### src/include/ickb_pkg.sv
// Constants for the ingress classifier full key builder
`default_nettype none
package ickb_pkg;
    // Key width and layout codes
    localparam int unsigned KEY_W          = 377;
    localparam logic [1:0]  LAYOUT_NORMAL  = 2'h0;
    localparam logic [1:0]  LAYOUT_SEVEN   = 2'h1;
    localparam logic [1:0]  LAYOUT_FIVE    = 2'h2;
    // Common key offsets
    localparam int unsigned OFS_LAYOUT     = 0;
    localparam int unsigned OFS_OAM        = 25;
    // Normal IPv6 key offsets
    localparam int unsigned OFS_N_MAC      = 65;
    localparam int unsigned OFS_N_DSCP     = 113;
    localparam int unsigned OFS_N_IP       = 119;
    localparam int unsigned OFS_N_NXTHDR   = 247;
    localparam int unsigned OFS_N_TCPUDP   = 255;
    localparam int unsigned OFS_N_TCP      = 256;
    localparam int unsigned OFS_N_RANGE    = 257;
    localparam int unsigned OFS_N_PAYLOAD  = 265;
    // Seven-tuple key offsets
    localparam int unsigned OFS_S_DMAC     = 65;
    localparam int unsigned OFS_S_SMAC     = 113;
    localparam int unsigned OFS_S_TYPEENC  = 161;
    localparam int unsigned OFS_S_OVLTYPE  = 162;
    localparam int unsigned OFS_S_IPSNAP   = 178;
    localparam int unsigned OFS_S_IPV4     = 179;
    localparam int unsigned OFS_S_FRAG     = 180;
    // Frame values
    localparam logic [15:0] TYPE_MIN       = 16'h0600;
    localparam logic [15:0] OAM_OVERLOADED_TYPE_WORD      = 16'h8902;
    localparam logic [7:0]  OAM_HI_BYTE    = 8'h89;
    localparam logic [KEY_W-1:0] KEY_RESET = '0;
    // Range checkers
    localparam int unsigned RNG_N          = 8;
    // Frame kinds from the parser
    typedef enum logic [2:0] {
        KIND_LLC, KIND_SNAP, KIND_IPV4, KIND_IPV6, KIND_ARP, KIND_OVERLOADED_TYPE_WORD
    } ickb_kind_t;
    // Range checker types
    typedef enum logic [2:0] {
        RNG_OFF, RNG_SPORT, RNG_DPORT, RNG_EITHER, RNG_VID, RNG_DSCP
    } ickb_rng_t;
endpackage
`default_nettype wire
### src/design/ickb_key_builder.sv
// Full key builder for the normal IPv6 and seven-tuple classification keys
// Behaviour
// - Normal key: source MAC at bit 65, destination MAC when swap enabled
// - Normal key: translated 6-bit DSCP at bit 113
// - Normal key: source IP at 119 (dest if swapped), next header at 247
// - Normal key: bit 255 IP TCP or UDP, bit 256 TCP only
// - Normal key: 8-bit range match mask at bit 257
// - Ranges compare frame ports, tagged or default VID, translated DSCP
// - Normal key: 112 payload bits after IPv6 header at bit 265
// - Seven-tuple: bit 161 set when type/length word at least 0x600
// - Seven-tuple: 16-bit type word at 162 chosen by frame kind
// - OAM frames: 0x89, masquerade bit, MEG level, OAM flag set
// - Seven-tuple: bit 178 for IPv4, IPv6 or SNAP; bit 179 IPv4
// - Seven-tuple: bit 180 when IPv4 more-fragments or offset nonzero
// - Two-bit layout field at bit 0: 0 normal, 1 seven, 2 five
// - Common key: OAM indicator at bit 25 for EtherType 0x8902
`default_nettype none
module ickb_key_builder (
    // Clock and reset
    input  wire logic         clk_sys,
    input  wire logic         reset_n,
    // Frame strobe and layout
    input  wire logic         frame_valid,
    input  wire logic [1:0]   full_key_layout_select,
    input  wire logic         per_port_address_swap_enable,
    // Layer 2 fields
    input  wire logic [47:0]  frame_smac,
    input  wire logic [47:0]  frame_dmac,
    input  wire logic [15:0]  frame_type_len,
    input  wire logic [2:0]   frame_kind,
    input  wire logic [7:0]   llc_dsap,
    input  wire logic [7:0]   llc_ssap,
    input  wire logic [39:0]  snap_pid,
    input  wire logic         frame_tagged,
    input  wire logic [11:0]  frame_vid,
    input  wire logic [11:0]  port_default_vid,
    // OAM fields
    input  wire logic         oam_masquerade,
    input  wire logic [6:0]   oam_meg_level,
    // Layer 3 and 4 fields
    input  wire logic [5:0]   translated_dscp,
    input  wire logic [127:0] frame_sip,
    input  wire logic [127:0] frame_dip,
    input  wire logic [7:0]   ip_protocol,
    input  wire logic         ip_more_frag,
    input  wire logic [12:0]  ip_frag_offset,
    input  wire logic         l4_is_tcp,
    input  wire logic         l4_is_udp,
    input  wire logic [15:0]  l4_sport,
    input  wire logic [15:0]  l4_dport,
    input  wire logic [111:0] ip6_payload,
    // Range checker configuration
    input  wire logic [23:0]  rng_type_flat,
    input  wire logic [127:0] rng_low_flat,
    input  wire logic [127:0] rng_high_flat,
    // Key output
    output logic              key_valid_reg,
    output logic [376:0]      key_reg
);
    ////////////////////////////////////////////////////////////////////////
    // Frame decode
    ickb_pkg::ickb_kind_t kind;
    logic                 is_ip;
    logic                 is_tcpudp;
    logic                 type_enc;
    logic                 is_oam;
    logic [7:0]           range_mask;
    logic [11:0]          range_vid;
    logic [376:0]         key_next;

    assign kind      = ickb_pkg::ickb_kind_t'(frame_kind);
    assign is_ip     = kind == ickb_pkg::KIND_IPV4 || kind == ickb_pkg::KIND_IPV6;
    assign is_tcpudp = is_ip && (l4_is_tcp || l4_is_udp);
    assign type_enc  = frame_type_len >= ickb_pkg::TYPE_MIN;
    assign is_oam    = frame_type_len == ickb_pkg::OAM_OVERLOADED_TYPE_WORD;
    assign range_vid = frame_tagged ? frame_vid : port_default_vid;

    ////////////////////////////////////////////////////////////////////////
    // Range checkers
    ickb_range_check u_rng (
        .sport         (l4_sport),
        .dport         (l4_dport),
        .vid           (range_vid),
        .dscp          (translated_dscp),
        .rng_type_flat (rng_type_flat),
        .rng_low_flat  (rng_low_flat),
        .rng_high_flat (rng_high_flat),
        .match_mask    (range_mask)
    );

    ////////////////////////////////////////////////////////////////////////
    // Key assembly
    always_comb begin
        key_next = ickb_pkg::KEY_RESET;
        key_next[ickb_pkg::OFS_LAYOUT +: 2] = full_key_layout_select;
        key_next[ickb_pkg::OFS_OAM] = is_oam;
        case (full_key_layout_select)
            ickb_pkg::LAYOUT_NORMAL: begin
                key_next[ickb_pkg::OFS_N_MAC +: 48] =
                    per_port_address_swap_enable ? frame_dmac : frame_smac;
                key_next[ickb_pkg::OFS_N_DSCP +: 6] = translated_dscp;
                key_next[ickb_pkg::OFS_N_IP +: 128] =
                    per_port_address_swap_enable ? frame_dip : frame_sip;
                key_next[ickb_pkg::OFS_N_NXTHDR +: 8] = ip_protocol;
                key_next[ickb_pkg::OFS_N_TCPUDP] = is_tcpudp;
                key_next[ickb_pkg::OFS_N_TCP] = is_ip && l4_is_tcp;
                key_next[ickb_pkg::OFS_N_RANGE +: 8] = range_mask;
                key_next[ickb_pkg::OFS_N_PAYLOAD +: 112] = ip6_payload;
            end
            ickb_pkg::LAYOUT_SEVEN: begin
                key_next[ickb_pkg::OFS_S_DMAC +: 48] = frame_dmac;
                key_next[ickb_pkg::OFS_S_SMAC +: 48] = frame_smac;
                key_next[ickb_pkg::OFS_S_TYPEENC] = type_enc;
                if (is_oam) begin
                    key_next[ickb_pkg::OFS_S_OVLTYPE +: 16] =
                        {ickb_pkg::OAM_HI_BYTE, oam_masquerade, oam_meg_level};
                end else if (kind == ickb_pkg::KIND_LLC) begin
                    key_next[ickb_pkg::OFS_S_OVLTYPE +: 16] = {llc_dsap, llc_ssap};
                end else if (kind == ickb_pkg::KIND_SNAP) begin
                    key_next[ickb_pkg::OFS_S_OVLTYPE +: 16] = snap_pid[39:24];
                end else if (is_tcpudp) begin
                    key_next[ickb_pkg::OFS_S_OVLTYPE +: 16] = l4_dport;
                end else if (is_ip) begin
                    key_next[ickb_pkg::OFS_S_OVLTYPE +: 16] = {8'h00, ip_protocol};
                end else begin
                    key_next[ickb_pkg::OFS_S_OVLTYPE +: 16] = frame_type_len;
                end
                key_next[ickb_pkg::OFS_S_IPSNAP] = is_ip || kind == ickb_pkg::KIND_SNAP;
                key_next[ickb_pkg::OFS_S_IPV4] = kind == ickb_pkg::KIND_IPV4;
                key_next[ickb_pkg::OFS_S_FRAG] = kind == ickb_pkg::KIND_IPV4
                    && (ip_more_frag || ip_frag_offset != 13'h0000);
            end
            default: begin
            end
        endcase
    end

    ////////////////////////////////////////////////////////////////////////
    // Output registers
    always_ff @(posedge clk_sys or negedge reset_n) begin
        if (!reset_n) begin
            key_valid_reg <= 1'b0;
        end else begin
            key_valid_reg <= frame_valid;
        end
    end

    always_ff @(posedge clk_sys or negedge reset_n) begin
        if (!reset_n) begin
            key_reg <= ickb_pkg::KEY_RESET;
        end else if (frame_valid) begin
            key_reg <= key_next;
        end
    end
endmodule
`default_nettype wire

### src/design/ickb_range_check.sv
// Eight range checkers producing the range match mask
`default_nettype none
module ickb_range_check (
    // Compared values
    input  wire logic [15:0] sport,
    input  wire logic [15:0] dport,
    input  wire logic [11:0] vid,
    input  wire logic [5:0]  dscp,
    // Per-checker configuration, checker n in slice n
    input  wire logic [23:0]  rng_type_flat,
    input  wire logic [127:0] rng_low_flat,
    input  wire logic [127:0] rng_high_flat,
    // One bit per checker
    output logic      [7:0]   match_mask
);
    genvar g;
    generate
        for (g = 0; g < ickb_pkg::RNG_N; g++) begin : g_rng
            logic [15:0]        lo;
            logic [15:0]        hi;
            ickb_pkg::ickb_rng_t ty;
            logic [15:0]        vid_w;
            logic [15:0]        dscp_w;
            logic               hit;
            assign lo     = rng_low_flat[16*g +: 16];
            assign hi     = rng_high_flat[16*g +: 16];
            assign ty     = ickb_pkg::ickb_rng_t'(rng_type_flat[3*g +: 3]);
            assign vid_w  = {4'h0, vid};
            assign dscp_w = {10'h000, dscp};
            always_comb begin
                case (ty)
                    ickb_pkg::RNG_SPORT:  hit = sport >= lo && sport <= hi;
                    ickb_pkg::RNG_DPORT:  hit = dport >= lo && dport <= hi;
                    ickb_pkg::RNG_EITHER: hit = (sport >= lo && sport <= hi)
                                             || (dport >= lo && dport <= hi);
                    ickb_pkg::RNG_VID:    hit = vid_w >= lo && vid_w <= hi;
                    ickb_pkg::RNG_DSCP:   hit = dscp_w >= lo && dscp_w <= hi;
                    default:              hit = 1'b0;
                endcase
            end
            assign match_mask[g] = hit;
        end
    endgenerate
endmodule
`default_nettype wire

### config.mk
export PLATFORM = sky130hd
export DESIGN_NAME = ickb_key_builder
export DESIGN_NICKNAME = d
export VERILOG_FILES = /design/src/include/ickb_pkg.sv /design/src/design/ickb_key_builder.sv /design/src/design/ickb_range_check.sv
export SDC_FILE = /design/constraint.sdc
export NUM_CORES = 2
export LEC_CHECK = 0
export BUFFER_PORTS_ARGS = -buffer_cell sky130_fd_sc_hd__buf_2
export CORE_AREA = 2 2 508 510
export CTS_BUF_LIST = sky130_fd_sc_hd__clkbuf_4 sky130_fd_sc_hd__clkbuf_8 sky130_fd_sc_hd__clkbuf_16
export CTS_CLUSTER_SIZE = 16
export DETAILED_ROUTE_END_ITERATION = 7
export DIE_AREA = 0 0 510 512
export PLACE_DENSITY = 0.43
export SYNTH_ARGS = -nofsm -noshare
export SYNTH_HDL_FRONTEND = slang
export SYNTH_SLANG_ARGS = --single-unit
### constraint.sdc
create_clock -name clk_sys -period 1.18 [get_ports clk_sys]
set_clock_uncertainty 0.05 [all_clocks]
set_input_delay 0.059 -clock clk_sys [delete_from_list [all_inputs] [get_ports clk_sys]]
set_output_delay 0.059 -clock clk_sys [all_outputs]
set_load 0.02 [all_outputs]
==> Implementation_results.wiki <==
{| class="wikitable"
! Metric !! Value
|-
| Hold Violations, Final || 1
|-
| Dpl hpwl || 228 mm
|-
| Final critical-path share of the clock period || 161%
|-
| Count of yosys warnings during synthesis || 0
|-
| Number of storage elements in the synthesis netlist || about 320
|-
| Via density || approximately 4.3
|-
| Mapped Area || 0.0331 mm2
|-
| Clock Sinks || ~320
|-
| Count of nets left with antenna violations after detail routing || 0
|-
| Remaining global-route overflow || 0
|-
| Bufs on Longest Clock Path || 3
|-
| Post-detailed-routing wire length || roughly 270 mm
|-
| Dominant cells by area after synthesis || sky130_fd_sc_hd__ha_1 (30%), sky130_fd_sc_hd__dfrtp_1 (24%), sky130_fd_sc_hd__mux2i_1 (5.4%)
|-
| # H-tree levels || 2
|-
| Result of the run || complete, but fails checks
|-
| Core outline area || 0.256 mm2
|-
| Maximum number of pins on one net before global-route repair || 99
|-
| Clock latency at the later pin of the worst-skew pair || 0.64 ns
|-
| Violations in the final reports || negative hold slack, negative setup slack
|-
| Initial standard-cell utilization of the core || roughly 13%
|-
| Flip-flop count of the largest register, all copies and words added || ~320
|-
| Area taken by flip-flops and latches || roughly 0.0079 mm2
|-
| Most instantiated cells after synthesis || sky130_fd_sc_hd__ha_1 (800), sky130_fd_sc_hd__dfrtp_1 (316), sky130_fd_sc_hd__inv_1 (308), sky130_fd_sc_hd__a21oi_1 (290), sky130_fd_sc_hd__mux2i_1 (179)
|-
| Die height || 512 um
|-
| Met2 wire length || 128 mm
|-
| Dominant synthesized flop cell || sky130_fd_sc_hd__dfrtp_1
|-
| Setup violators final || around 350
|-
| First drt pass iteration count || 5
|-
| Worst vdd rail ir drop || about 0.86 mV
|-
| Max Clk Rate || 525 MHz
|-
| Placed Cells || 8,855
|-
| Nets || between 7k and 8k
|-
| Worst Setup Slack, final || -0.723 ns
|-
| Combined area of the multi-input logic cells || ~0.025 mm2
|-
| Routed wirelength normalized by instance count || 27.9 um
|-
| Cell count of the worst reg-to-reg path || 3
|-
| Tightest hold margin || -0.00832 ns
|-
| Asr flop ratio synth || between 90% and 100%
|-
| Area delta synth->final || 85.9%
|-
| Clk slew on worst S/H paths || approximately 0.08 ns
|-
| Leakage || 30.5 nW
|-
| Cell with the most instances after synthesis || sky130_fd_sc_hd__ha_1
|-
| Yosys top cell by area || sky130_fd_sc_hd__ha_1
|-
| Uppermost metal layer occupied by signal nets || met5
|-
| Setup repair after global routing missed its margin || yes
|-
| Final weighted congestion in routability-driven placement || between 0.9 and 1
|-
| Critical path startpoint category || primary input
|-
| Shortest clock period the worst path allows after layout || roughly 1.9 ns
|-
| Wire length of the first global-routing pass || around 350 mm
|-
| Tightest Pin Transition || 0.741 ns
|-
| Critical Path AT || roughly 2.4 ns
|-
| Routed metal-1 wire length || 116 mm
|-
| Filler cell count || roughly 28k
|-
| Boundary Pins || around 1.3k
|-
| Final instance count without filler cells || slightly below 10k
|-
| Worst hold path type || in -> reg
|-
| Area of the die || roughly 0.26 mm2
|-
| Layout cell share with drive strength beyond 1 || 40.2%
|-
| Number of synthesized flops with an enable pin || 0
|-
| Distinct cell type count after synthesis || 68
|-
| Total met3 wirelength after detailed routing || 14.0 mm
|-
| DRC marker count from the first detailed-route iteration || approximately 2.9k
|-
| Total count of max-transition violations in the final report || 0
|-
| Largest fanout of any net on the critical path || 8
|-
| Max-Slew Margin vs Limit || 50.3%
|-
| Post-route DRC || 0
|-
| Fraction of the yosys area taken by sequential cells || about a quarter
|-
| Total clock buffers created by CTS || 43
|-
| Clock tree from TritonCTS || done
|-
| Critical path data required time || around 1.7 ns
|-
| Vias in the first global route || between 40k and 50k
|-
| Final design utilization || 24.0%
|-
| Port-buffer cells || 1,211
|-
| Syn Area/Cell || approximately 9.3 um2
|-
| Hold Path Stages || 6
|-
| Synthesized netlist cell count || 3,567
|-
| Row cnt || between 150 and 200
|-
| Total track usage || 19.6%
|-
| Routed vias || about 41k
|-
| Pwr/cell area || ~800 mW/mm2
|-
| Initial antenna violation count || 95
|-
| Capturing element type of the critical path || flop
|-
| Area share of the leading cell type in the synthesized netlist || 30.3%
|-
| CTS root buf || sky130_fd_sc_hd__clkbuf_16
|-
| Width of the chip || approximately 510 um
|-
| Max Cap Viol || 0
|-
| Worst Path Class, Setup || in -> reg
|}
cell usage in the layout, fill, tap and decap left out, types with 152 or more instances in the layout:
master | synthesis | routed
sky130_fd_sc_hd__ha_1 | 800 | 767
sky130_fd_sc_hd__buf_2 | 15 | 876
sky130_fd_sc_hd__buf_6 | 1 | 349
sky130_fd_sc_hd__dfrtp_1 | 316 | 308
sky130_fd_sc_hd__a21oi_1 | 290 | 256
sky130_fd_sc_hd__dlygate4sd3_1 | 0 | 496
sky130_fd_sc_hd__inv_1 | 308 | 303
sky130_fd_sc_hd__nor2_1 | 158 | 152
sky130_fd_sc_hd__mux2i_1 | 179 | 177
sky130_fd_sc_hd__buf_4 | 62 | 887
path summary, 6_finish.rpt:
path                            slack [ns]         startpoint           end
worst max-delay path                 -0.72        l4_dport[8]  key_reg[261]
worst min-delay path                -0.008  rng_low_flat[109]  key_reg[263]
worst max register to register       -0.29       key_reg[261]  key_reg[261]
worst min register to register        0.46        key_reg[70]   key_reg[70]
max in group asynchronous             0.37            reset_n  key_reg[356]
min in group asynchronous             0.03            reset_n  key_reg[241]
kinds of logic after synthesis:
kind of cell	Yosys count	share of synthesized area, %
AO/OA/AOI/OAI	1075	22.5
adder cells (fa/ha/maj)	800	30.3
AND/OR/NAND/NOR	687	10.8
buffers and inverters	486	6.30
flip-flops	316	23.9
multiplexers	202	6.20
other	1	0.0113
worst max-delay path, stage by stage:
cell                       delay [ns]
sky130_fd_sc_hd__buf_2           0.28
sky130_fd_sc_hd__ha_1            0.30
sky130_fd_sc_hd__a21oi_1         0.14
sky130_fd_sc_hd__nor2b_1         0.07
sky130_fd_sc_hd__o21ai_0         0.28
sky130_fd_sc_hd__o21ai_0         0.15
sky130_fd_sc_hd__o311ai_1        0.28
sky130_fd_sc_hd__nand2_1         0.13
sky130_fd_sc_hd__a211o_1         0.35
sky130_fd_sc_hd__o32a_1          0.34
power by group:
group          switching (mW)  total, mW  internal, mW
clock                    6.25       14.4          8.15
sequential              0.618       12.2          11.6
combinational            12.0       22.6          10.6
total                    18.9       49.2          30.3
area by class of cell:
class	count	area share [%]
clock inverter	18	0.376
timing repair buffer	2707	35.6
inverter	309	1.93
tap	3384	6.89
multi-input combinational	2827	40.2
antenna	25	0.102
sequential	316	12.9
clock buffer	58	2.02
per-layer routing:
layer,global-route usage (%),vias to the layer above
met1,24.7,20400
met5,0,-
met3,2.47,382
li1,-,18800
met4,7.56,20
met2,33.6,1771
per-stage QoR:
stage                     TNS [ns]  setup WS [ns]  power, mW  instance area, um2
final                       -43.12         -0.723       49.2               61500
after global routing        -63.67         -0.760       51.6               61500
after CTS                   -65.46         -0.596       48.8               59800
after detailed placement   -146.74          -2.09       30.6               49800
after global placement     -143.12          -2.73       30.4               49800
after floorplan             -17.12          -1.13       20.0               33500
repair_timing:
item / in CTS / in global routing
setup endpoints to repair: 340 / 375
cloned: 1 / 2
setup buffers: 89 / 110
hold buffers: 497 / 1
pin swaps: 76 / 85
endpoints found under the hold margin: 629 / 4
gates resized for setup: 844 / 123
No activity file was read; power rests on OpenSTA's default activity.
